`src/core/rlh_defs.svh`:
```
`ifndef RLH_DEFS_SVH
`define RLH_DEFS_SVH
// ****************************************
// register offsets
// ****************************************
`define RLH_OFS_CTRL    8'h00
`define RLH_OFS_HSHAKE  8'h04
`define RLH_OFS_PERIOD  8'h08
`define RLH_OFS_FN_ACT  8'h0c
`define RLH_OFS_FN_CTL  8'h10
`define RLH_OFS_STATUS  8'h14
`define RLH_OFS_IRQ_ST  8'h18
`define RLH_OFS_IRQ_CLR 8'h1c
`define RLH_OFS_IRQ_EN  8'h20
// ****************************************
// fields and reset values
// ****************************************
`define RLH_CTRL_MODE   0
`define RLH_CTRL_ACT    1
`define RLH_IRQ_FAULT   0
`define RLH_IRQ_HS      1
`define RLH_IRQ_BADPER  2
`define RLH_PERIOD_MIN  14'h000a
`define RLH_PERIOD_MAX  14'h2706
`define RLH_PERIOD_RST  14'h000a
// ****************************************
// timing
// ****************************************
`define RLH_CLK_NS      50
`define RLH_TICK_NS     1000000000
`endif

```
`src/core/rlh_pkg.sv`:
```
package rlh_pkg;
	typedef enum logic [1:0] {RLH_IDLE, RLH_RUN, RLH_FAULT} rlh_state_t;
	typedef struct packed {
		rlh_state_t  st;
		logic        awv;
		logic [7:0]  awaddr;
		logic        wv;
		logic [31:0] wdata;
		logic [3:0]  wstrb;
		logic        awready;
		logic        wready;
		logic        bvalid;
		logic [1:0]  bresp;
		logic        arready;
		logic        rvalid;
		logic [1:0]  rresp;
		logic [31:0] rdata;
		logic        mode;
		logic        act;
		logic        hs;
		logic [13:0] period;
		logic [13:0] timer;
		logic [31:0] tcnt;
		logic [15:0] fn_act;
		logic [15:0] fn_ctl;
		logic [15:0] fn_remote;
		logic [15:0] fn_val;
		logic        fault;
		logic [2:0]  irq_st;
		logic [2:0]  irq_en;
		logic        irq;
	} rlh_regs_t;
endpackage

```
`src/core/rlh_monitor.sv`:
```
// The AXI4-Lite interface to the registers and the placing of the registers are this design's own decisions.
`include "rlh_defs.svh"
module rlh_monitor
	import rlh_pkg::*;
#(
	parameter int NFUNC       = 8,
	parameter int TICK_CYCLES = `RLH_TICK_NS / `RLH_CLK_NS
) (
	// clock and reset
	input  wire logic              aclk,
	input  wire logic              aresetn,
	input  wire logic              ce,
	// axi4-lite write
	input  wire logic              s_axi_awvalid,
	output logic                   s_axi_awready,
	input  wire logic [7:0]        s_axi_awaddr,
	input  wire logic              s_axi_wvalid,
	output logic                   s_axi_wready,
	input  wire logic [31:0]       s_axi_wdata,
	input  wire logic [3:0]        s_axi_wstrb,
	output logic                   s_axi_bvalid,
	input  wire logic              s_axi_bready,
	output logic [1:0]             s_axi_bresp,
	// axi4-lite read
	input  wire logic              s_axi_arvalid,
	output logic                   s_axi_arready,
	input  wire logic [7:0]        s_axi_araddr,
	output logic                   s_axi_rvalid,
	input  wire logic              s_axi_rready,
	output logic [31:0]            s_axi_rdata,
	output logic [1:0]             s_axi_rresp,
	// function control
	output logic [NFUNC-1:0]       fn_remote,
	output logic [NFUNC-1:0]       fn_value,
	output logic                   link_fault,
	output logic                   irq
);
	// refuse sizes the logic cannot serve
	if (NFUNC < 1 || NFUNC > 16 || TICK_CYCLES < 2) begin : g_bad_param
		$error("rlh_monitor: unsupported parameters");
	end

	rlh_regs_t r_ff;
	rlh_regs_t nxt_r;

	logic        sup;
	logic        tick;
	logic        wr_go;
	logic        hs_set;
	logic [31:0] wmask;

	function automatic logic [31:0] rlh_merge(input logic [31:0] old, input logic [31:0] nw,
		input logic [31:0] m);
		rlh_merge = (old & ~m) | (nw & m);
	endfunction

	// ****************************************
	// byte lane mask
	// ****************************************
	genvar gi;
	generate
		for (gi = 0; gi < 4; gi++) begin : g_lane
			assign wmask[gi*8 +: 8] = {8{r_ff.wstrb[gi]}};
		end
	endgenerate

	assign sup    = r_ff.mode & r_ff.act;
	assign tick   = r_ff.tcnt == 32'(TICK_CYCLES - 1);
	assign wr_go  = r_ff.awv & r_ff.wv & ~r_ff.bvalid;
	assign hs_set = wr_go && r_ff.awaddr == `RLH_OFS_HSHAKE && r_ff.wstrb[0] && r_ff.wdata[0];

	// ****************************************
	// next state
	// ****************************************
	always_comb begin
		logic [31:0] v;
		v = 32'h0000_0000;
		nxt_r = r_ff;
		// bus handshakes
		if (r_ff.bvalid && s_axi_bready)
			nxt_r.bvalid = 1'b0;
		if (r_ff.rvalid && s_axi_rready)
			nxt_r.rvalid = 1'b0;
		if (s_axi_awvalid && r_ff.awready) begin
			nxt_r.awv    = 1'b1;
			nxt_r.awaddr = s_axi_awaddr;
		end
		if (s_axi_wvalid && r_ff.wready) begin
			nxt_r.wv    = 1'b1;
			nxt_r.wdata = s_axi_wdata;
			nxt_r.wstrb = s_axi_wstrb;
		end
		// register writes
		// remote control data
		if (wr_go) begin
			nxt_r.awv    = 1'b0;
			nxt_r.wv     = 1'b0;
			nxt_r.bvalid = 1'b1;
			nxt_r.bresp  = 2'h0;
			v = rlh_merge(32'h0000_0000, r_ff.wdata, wmask);
			case (r_ff.awaddr)
				`RLH_OFS_CTRL: begin
					if (r_ff.wstrb[0]) begin
						nxt_r.mode = r_ff.wdata[`RLH_CTRL_MODE];
						nxt_r.act  = r_ff.wdata[`RLH_CTRL_ACT];
					end
				end
				`RLH_OFS_HSHAKE: ;
				`RLH_OFS_PERIOD: begin
					v = rlh_merge({18'h00000, r_ff.period}, r_ff.wdata, wmask);
					if (v[13:0] >= `RLH_PERIOD_MIN && v[13:0] <= `RLH_PERIOD_MAX && v[31:14] == 18'h00000)
						nxt_r.period = v[13:0];
					else
						nxt_r.irq_st[`RLH_IRQ_BADPER] = 1'b1;
				end
				`RLH_OFS_FN_ACT: nxt_r.fn_act = 16'(rlh_merge({16'h0000, r_ff.fn_act}, r_ff.wdata, wmask));
				`RLH_OFS_FN_CTL: nxt_r.fn_ctl = 16'(rlh_merge({16'h0000, r_ff.fn_ctl}, r_ff.wdata, wmask));
				`RLH_OFS_STATUS, `RLH_OFS_IRQ_ST: ;
				`RLH_OFS_IRQ_CLR: nxt_r.irq_st = r_ff.irq_st & ~v[2:0];
				`RLH_OFS_IRQ_EN: begin
					if (r_ff.wstrb[0])
						nxt_r.irq_en = r_ff.wdata[2:0];
				end
				default: nxt_r.bresp = 2'h2;
			endcase
		end
		// register reads
		if (s_axi_arvalid && r_ff.arready) begin
			nxt_r.rvalid = 1'b1;
			nxt_r.rresp  = 2'h0;
			case (s_axi_araddr)
				`RLH_OFS_CTRL:    nxt_r.rdata = {30'h0, r_ff.act, r_ff.mode};
				`RLH_OFS_HSHAKE:  nxt_r.rdata = {31'h0, r_ff.hs};
				`RLH_OFS_PERIOD:  nxt_r.rdata = {18'h0, r_ff.period};
				`RLH_OFS_FN_ACT:  nxt_r.rdata = {16'h0, r_ff.fn_act};
				`RLH_OFS_FN_CTL:  nxt_r.rdata = {16'h0, r_ff.fn_ctl};
				`RLH_OFS_STATUS:  nxt_r.rdata = {2'h0, r_ff.timer, 14'h0, r_ff.fault, r_ff.st == RLH_RUN};
				`RLH_OFS_IRQ_ST:  nxt_r.rdata = {29'h0, r_ff.irq_st};
				`RLH_OFS_IRQ_CLR: nxt_r.rdata = 32'h0000_0000;
				`RLH_OFS_IRQ_EN:  nxt_r.rdata = {29'h0, r_ff.irq_en};
				default: begin
					nxt_r.rdata = 32'h0000_0000;
					nxt_r.rresp = 2'h2;
				end
			endcase
		end
		// handshake bit: a new set wins over the clear
		nxt_r.hs = r_ff.hs | hs_set;
		// supervision
		case (r_ff.st)
			RLH_IDLE: begin
				nxt_r.tcnt = 32'h0000_0000;
				if (sup) begin
					nxt_r.timer = r_ff.period;
					nxt_r.st    = RLH_RUN;
				end
			end
			RLH_RUN: begin
				nxt_r.tcnt = tick ? 32'h0000_0000 : r_ff.tcnt + 32'h0000_0001;
				if (!sup) begin
					nxt_r.st = RLH_IDLE;
				end else if (r_ff.hs) begin
					nxt_r.hs    = hs_set;
					nxt_r.timer = r_ff.period;
					nxt_r.tcnt  = 32'h0000_0000;
					nxt_r.irq_st[`RLH_IRQ_HS] = 1'b1;
				end else if (tick) begin
					if (r_ff.timer <= 14'h0001) begin
						nxt_r.st = RLH_FAULT;
						nxt_r.irq_st[`RLH_IRQ_FAULT] = 1'b1;
					end else begin
						nxt_r.timer = r_ff.timer - 14'h0001;
					end
				end
			end
			RLH_FAULT: begin
				nxt_r.tcnt = 32'h0000_0000;
				if (!r_ff.mode)
					nxt_r.st = RLH_IDLE;
			end
			default: nxt_r.st = RLH_IDLE;
		endcase
		nxt_r.fault = nxt_r.st == RLH_FAULT;
		if (nxt_r.fault) begin
			nxt_r.act    = 1'b0;
			nxt_r.hs     = 1'b0;
			nxt_r.fn_act = 16'h0000;
		end
		nxt_r.fn_remote = nxt_r.mode ? nxt_r.fn_act : 16'h0000;
		nxt_r.fn_val    = nxt_r.fn_ctl & nxt_r.fn_remote;
		nxt_r.irq       = |(nxt_r.irq_st & nxt_r.irq_en);
		nxt_r.awready   = ~nxt_r.awv;
		nxt_r.wready    = ~nxt_r.wv;
		nxt_r.arready   = ~nxt_r.rvalid;
	end

	// ****************************************
	// state register
	// ****************************************
	always_ff @(posedge aclk) begin
		if (!aresetn) begin
			r_ff        <= '0;
			r_ff.st     <= RLH_IDLE;
			r_ff.period <= `RLH_PERIOD_RST;
			r_ff.timer  <= `RLH_PERIOD_RST;
		end else if (ce) begin
			r_ff <= nxt_r;
		end
	end

	assign s_axi_awready = r_ff.awready;
	assign s_axi_wready  = r_ff.wready;
	assign s_axi_bvalid  = r_ff.bvalid;
	assign s_axi_bresp   = r_ff.bresp;
	assign s_axi_arready = r_ff.arready;
	assign s_axi_rvalid  = r_ff.rvalid;
	assign s_axi_rdata   = r_ff.rdata;
	assign s_axi_rresp   = r_ff.rresp;
	assign fn_remote     = r_ff.fn_remote[NFUNC-1:0];
	assign fn_value      = r_ff.fn_val[NFUNC-1:0];
	assign link_fault    = r_ff.fault;
	assign irq           = r_ff.irq;

	// ****************************************
	// checks
	// ****************************************
	property p_idle_outside_mode;
		@(posedge aclk) disable iff (!aresetn)
		(ce && r_ff.st == RLH_RUN && !r_ff.mode) |=> r_ff.st == RLH_IDLE && !r_ff.fault;
	endproperty
	a_idle_outside_mode: assert property (p_idle_outside_mode) else $error("supervision ran outside remote mode");

	property p_ctrl_write;
		@(posedge aclk) disable iff (!aresetn)
		(ce && wr_go && r_ff.awaddr == `RLH_OFS_CTRL && r_ff.wstrb[0] && r_ff.st != RLH_FAULT)
			|=> r_ff.mode == $past(r_ff.wdata[0]);
	endproperty
	a_ctrl_write: assert property (p_ctrl_write) else $error("mode bit not taken from write");

	property p_period_range;
		@(posedge aclk) disable iff (!aresetn)
		r_ff.period >= `RLH_PERIOD_MIN && r_ff.period <= `RLH_PERIOD_MAX;
	endproperty
	a_period_range: assert property (p_period_range) else $error("period outside range");

	property p_hs_restart;
		@(posedge aclk) disable iff (!aresetn)
		(ce && r_ff.st == RLH_RUN && sup && r_ff.hs && !hs_set)
			|=> !r_ff.hs && r_ff.timer == $past(r_ff.period) && r_ff.tcnt == 32'h0000_0000;
	endproperty
	a_hs_restart: assert property (p_hs_restart) else $error("handshake not cleared with restart");

	property p_expiry_fault;
		@(posedge aclk) disable iff (!aresetn)
		(ce && r_ff.st == RLH_RUN && sup && !r_ff.hs && tick && r_ff.timer <= 14'h0001)
			|=> r_ff.st == RLH_FAULT ##0 link_fault;
	endproperty
	a_expiry_fault: assert property (p_expiry_fault) else $error("missed period without fault");

	property p_fault_drop;
		@(posedge aclk) disable iff (!aresetn)
		link_fault |-> fn_remote == '0 && fn_value == '0 && !r_ff.act;
	endproperty
	a_fault_drop: assert property (p_fault_drop) else $error("remote function alive during fault");

	property p_remote_select;
		@(posedge aclk) disable iff (!aresetn)
		!link_fault |-> r_ff.fn_remote == (r_ff.mode ? r_ff.fn_act : 16'h0000)
			&& r_ff.fn_val == (r_ff.fn_ctl & r_ff.fn_remote);
	endproperty
	a_remote_select: assert property (p_remote_select) else $error("remote selection mismatch");

	property p_tick_count;
		@(posedge aclk) disable iff (!aresetn)
		(ce && r_ff.st == RLH_RUN && sup && !r_ff.hs && tick && r_ff.timer > 14'h0001)
			|=> r_ff.timer == $past(r_ff.timer) - 14'h0001;
	endproperty
	a_tick_count: assert property (p_tick_count) else $error("timer did not step on tick");

endmodule // rlh_monitor

```
`config.mk`:
```
export PLATFORM = sky130hd
export DESIGN_NAME = rlh_monitor
export DESIGN_NICKNAME = d
export VERILOG_FILES = /design/src/core/rlh_pkg.sv /design/src/core/rlh_monitor.sv
export VERILOG_INCLUDE_DIRS = /design/src /design/src/core
export SDC_FILE = /design/constraint.sdc
export NUM_CORES = 1
export LEC_CHECK = 0
export BUFFER_PORTS_ARGS = -buffer_cell sky130_fd_sc_hd__buf_2
export CORE_MARGIN = 1.5
export CORE_UTILIZATION = 65
export CTS_BUF_LIST = sky130_fd_sc_hd__clkbuf_4
export DETAILED_ROUTE_END_ITERATION = 6
export PLACE_DENSITY = 0.84
export SYNTH_ARGS = -nofsm -noshare
export SYNTH_HDL_FRONTEND = slang
export SYNTH_SLANG_ARGS = --single-unit
```
`constraint.sdc`:
```
create_clock -name aclk -period 7.1 [get_ports aclk]
set_input_delay 1.42 -clock aclk [delete_from_list [all_inputs] [get_ports aclk]]
set_output_delay 1.42 -clock aclk [all_outputs]
set_load 0.1 [all_outputs]
```
# Yosys cells after proc, flatten, opt, wreduce, memory -nomap -nowiden
# Index checks and enable logic that the tools add are counted.
[classes] add_sub_neg=2 div_mod_pow=0 multipliers=0 reduce_logical=33 n_eq_ne=24 bitwise=20 magnitude_cmp=3 muxes=51 shift=0
[op_table] operator="$pmux W30 S8" n=1
[op_table] operator="$mux W32" n=3
[op_table] operator="$eq A8 B5 Y1 const B" n=8
[op_table] operator="$pmux W32 S2" n=1
[op_table] operator="$mux W14" n=4
[op_table] operator="$mux W16" n=3
[op_table] operator="$mux W46" n=1
[op_table] operator="$mux W37" n=1
[op_table] operator="$mux W35" n=1
[op_table] operator="$add A32 B1 Y32 const B" n=1
[op_table] operator="$and A14 B32 Y32" n=1
[op_table] operator="$and A16 B16 Y16" n=2
[op_table] operator="$and A32 B32 Y32" n=1
[op_table] operator="$eq A32 B25 Y1 const B" n=1
[op_table] operator="$eq A8 B4 Y1 const B" n=4
[op_table] operator="$not A32 Y32" n=1
[op_table] operator="$or A16 B16 Y16" n=2
[op_table] operator="$or A32 B32 Y32" n=1
[op_table] operator="$mux W2" n=15
[op_table] operator="$pmux W14 S2" n=1
[op_table] operator="$logic_not A18 Y1" n=1
[op_table] operator="$reduce_or A9 Y1" n=2
[op_table] operator="$eq A8 B3 Y1 const B" n=2
[op_table] operator="$eq A8 B6 Y1 const B" n=2
[op_table] operator="30 further kinds" n=73
[word_totals] ram_bits=0 n_memories=0 regBits=208 latch_bits=0 romBits=0

# Depth between registers and ports, before layout
[depth] depth_word=16 ltp_mapped=9

# Worst setup path after synthesis
# Ideal clock, no wire load.
[synth_timing] path_type="input -> register" startpoint="input ce" endpoint="register r_ff[101] (netlist name)" t_arrival_ns=3.124 path_slack_ns=3.848 cell_stages=8 path_cell_list="buf_2 a21boi_1 and4_1 clkbuf_1 nand3_1 nor4_1 xnor2_1 nor2_1"
[synth_via] elab_chain_cells=1
[synth_rtl] element="from (decl)" line="rlh_monitor.sv:12" rtl="input wire logic ce,"
[synth_rtl] element="$reduce_and A2 Y1 (no source line)"
[synth_rtl] element="to (signal assigned)" line="rlh_monitor.sv:207" rtl="r_ff <= nxt_r;"
[synth_rtl] element="to (decl)" line="rlh_monitor.sv:43" rtl="rlh_regs_t r_ff;"
# Every way passes these cells.
# A chain may end at the register's enable or synchronous reset.

==> impl_metrics.py <==
metrics = {
    "timing": {
        "rsz0062_at_grt": "false",
        "timing.final.crit_share_pct": 55.5,
        "hold_slack_ns": 0.445,
        "fin_tns_setup_ns": 0,
        "worst-slew-pin-transition_ns": 1.19,
        "max_freq_ghz": 0.254,
        "fin_crit_ns": 3.94,
        "drv_slew": 0,
        "fin_skew_ns": 0.0509,
        "setup_violations": 0,
        "hold_viol": 0,
        "slew_headroom_pct": 20.5,
    },
    "placed_design": {
        "finalWeightedCongestion": 0.981,
        "dp_hpwl_um": 16100,
        "post_dp_cell_area_um2": 9730,
        "io_buffers": 114,
    },
    "detailed_routing": {
        "drc_errors": 0,
        "drt-total-wl_um": 23700,
        "drt_iter0_drc": 949,
        "vias_per_cell": 6.07,
        "vias": 8719,
        "dr.pass1.iters": 5,
        "wl_per_cell_um": 16.5,
        "antenna_left": 0,
    },
    "clock_network": {
        "clk_pin_slew_ns": 0.07,
        "clock_latency_ns": 0.69,
        "post_cts_buffers": 0,
        "hold_buffers": 0,
        "cts_tree": "yes",
        "h-tree-depth": 2,
        "cts_buffer_depth": 3,
        "ctsResizeCount": 0,
        "cts.sinks": 204,
        "cts_inserted_buffers": 51,
        "cts_root_buf": "clkbuf_4",
    },
    "finish": {
        "area_delta_synth_final_pct": 8.04,
        "drive_gt1_share_pct": 17.3,
        "final_cell_area_um2": 10300,
        "fin_nets": 1280,
        "fillers": 1169,
    },
    "global_routing": {
        "first_global_vias": 7805,
        "grt_max_degree": 104,
        "track_usage_pct": 29.9,
        "grt.overflow.total": 0,
        "antenna_found_initial": 1,
        "grt_pass1_wl_um": 38600,
    },
    "setup_path": {
        "crit_type": "in2reg",
        "path_max_fanout": 46,
        "end_kind": "flop",
        "crit_family": "buffers and inverters",
        "cp_num_buf_inv": 2,
        "cpMaxStageDelayCell": "clkinv_1",
        "crit_path_cell_trace": "buf_2 > clkinv_1 > nor3_1 > nand4_1 > mux2i_1 > nor2_1",
        "startpoint_type": "primary input",
        "cp_data_required_time_ns": 7.63,
        "cp_slowest_stage_delay_ns": 0.72,
        "crit_arrival_ns": 4.47,
    },
    "logic_synthesis": {
        "yosysUniqueCellTypes": 65,
        "ys.flop_type": "dfxtp_1",
        "ys_warn_count": 0,
        "synth-edff-count": 0,
        "ys_seq_area_share_pct": 42.6,
        "synth_seq_cells": 204,
        "syn_inst": 1166,
        "syn_area_um2": 9580,
        "synth.avg_cell_area_um2": 8.21,
        "async_flop_share_pct": 0,
    },
    "hold_path": {
        "hold_path.class": "reg2reg",
    },
    "power": {
        "ir_drop_v": 0.000171,
        "p_leak_nw": 4.06,
        "p_per_area_nw_per_um2": 216,
    },
    "die": {
        "rows": 44,
        "start_util_pct": 66.1,
        "die_h_um": 124,
        "die_area_um2": 15500,
        "core_area_um2": 14500,
        "ioPinCount": 119,
        "die_w_um": 124,
    },
    "flow_run": {
        "drv_cap": 0,
    },
    "run_status": {
        "status": "complete, no violations",
    },
}
-- power by group --
| group | total [mW] | leakage (nW) | switching [mW] | internal, mW |
|---|---|---|---|---|
| logic | 0.126 | 2.05 | 0.0918 | 0.0338 |
| clock network | 0.933 | 0.364 | 0.470 | 0.463 |
| registers | 1.17 | 1.65 | 0.0162 | 1.16 |
-- final timing paths --
path / start / to / slack (ns) / cells past startpoint
setup / recovery: ce / flop / 3.16 / 6
hold / removal: fn_remote[0]$_SDFFE_PN0P_ / fn_remote[0]$_SDFFE_PN0P_ / 0.45 / 2
setup reg to reg: r_ff[104]$_SDFFE_PN0P_ / fn_value[3]$_SDFFE_PN0P_ / 4.02 / 7
hold reg to reg: fn_remote[0]$_SDFFE_PN0P_ / fn_remote[0]$_SDFFE_PN0P_ / 0.45 / 2
-- synthesized netlist by cell type, types with 4 or more instances --
cell	instances	area, um2
mux2_2	7	78.8
clkbuf_1	56	210
inv_1	17	63.8
a31oi_1	6	37.5
o21ai_0	57	285
a211oi_1	4	30.0
a32oi_1	5	43.8
nand2_1	180	676
o22a_1	9	78.8
and2_1	5	31.3
nor4_1	15	93.8
a21oi_1	96	480
buf_4	52	390
nor2b_1	6	37.5
buf_2	4	20.0
buf_1	9	33.8
a32o_1	9	90.1
or4_1	6	45.0
xnor2_1	20	175
nand4_1	17	106
mux2i_1	47	470
o31ai_1	11	82.6
a22oi_1	25	188
a221oi_1	4	35.0
nand2b_1	5	31.3
and3_1	19	119
dfxtp_1	204	4080
o211ai_1	13	97.6
xor2_1	13	114
nor3_1	19	95.1
nor2_1	122	458
nand3_1	45	225
-- kinds of logic after synthesis --
| kind of cell | after synthesis | synth area share [%] |
|---|---|---|
| other | 1 | 0.0392 |
| adder cells (fa/ha/maj) | 3 | 0.392 |
| XOR/XNOR | 33 | 3.02 |
| multiplexers | 54 | 5.74 |
| flip-flops | 204 | 42.6 |
| AND/OR/NAND/NOR | 466 | 22.8 |
| AO/OA/AOI/OAI | 262 | 17.4 |
| buffers and inverters | 143 | 7.97 |
-- sequential cells by signal, indices dropped and copies added (netlist names), 8 cells and up, named ones only --
name         count
fn_remote        8
fn_value         8
r_ff           141
s_axi_rdata     30
-- placed cells by master (no fill, tap or decap), drive strengths merged, types with 6 or more instances in the layout --
cell type	netlist	routed
o31ai	11	11
xnor2	20	20
clkbuf	56	71
a22oi	25	25
a32o	9	9
o21ai	59	59
clkinv	2	17
nor4	18	18
nand2	180	180
a21oi	98	98
nand4	17	17
and3	19	19
o211ai	14	14
buf	68	119
dfxtp	204	204
o22a	9	9
nor2	122	122
nor3	19	19
mux2	7	7
nand3	45	45
a31oi	6	6
inv	17	19
mux2i	47	47
or4	8	8
xor2	13	13
nor2b	6	6
-- layer usage --
| layer | GRT usage [%] | vias up | share of wire, % |
|---|---|---|---|
| li1 | - | 4177 | - |
| met1 | 42.1 | 4027 | 44 |
| met2 | 44.1 | 431 | 44 |
| met3 | 5.54 | 84 | 8.3 |
| met4 | 14.8 | 0 | 4.1 |
| met5 | 0 | - | 0 |
-- cell type report --
cell class              instances  area [um2]  share of cell area, %
repair buffers                119         608                   5.88
clock inverters                17        75.1                  0.726
well taps                     184         230                   2.23
clock buffers                  71         533                   5.15
multi-input cells             822        4740                   45.8
inverters                      19        72.6                  0.702
flip-flops and latches        204        4080                   39.5
diodes                          1        2.50                 0.0242
-- per-stage QoR --
step | cells | setup WS, ns | util (%) | power (mW)
after floorplan | 1169 | 3.85 | - | 1.28
after global placement | 1348 | 2.75 | 67.2 | 1.32
after detailed placement | 1348 | 2.58 | 67.2 | 1.32
after CTS | 1436 | 3.29 | 71.4 | 2.25
after global routing | 1437 | 3.00 | 71.4 | 2.32
final | 1437 | 3.16 | 71.4 | 2.23
-- worst register-to-register path: cells and delay by family (launching register included) --
kind | cells | cell delay (ns)
and+or+nand+nor | 2 | 0.51
AOI/OAI and AO/OA | 3 | 1.59
adders and majority gates | 1 | 0.33
buffers and inverters | 1 | 0.12
DFF | 1 | 0.44
Note: power is estimated with default switching activity, not from simulation.
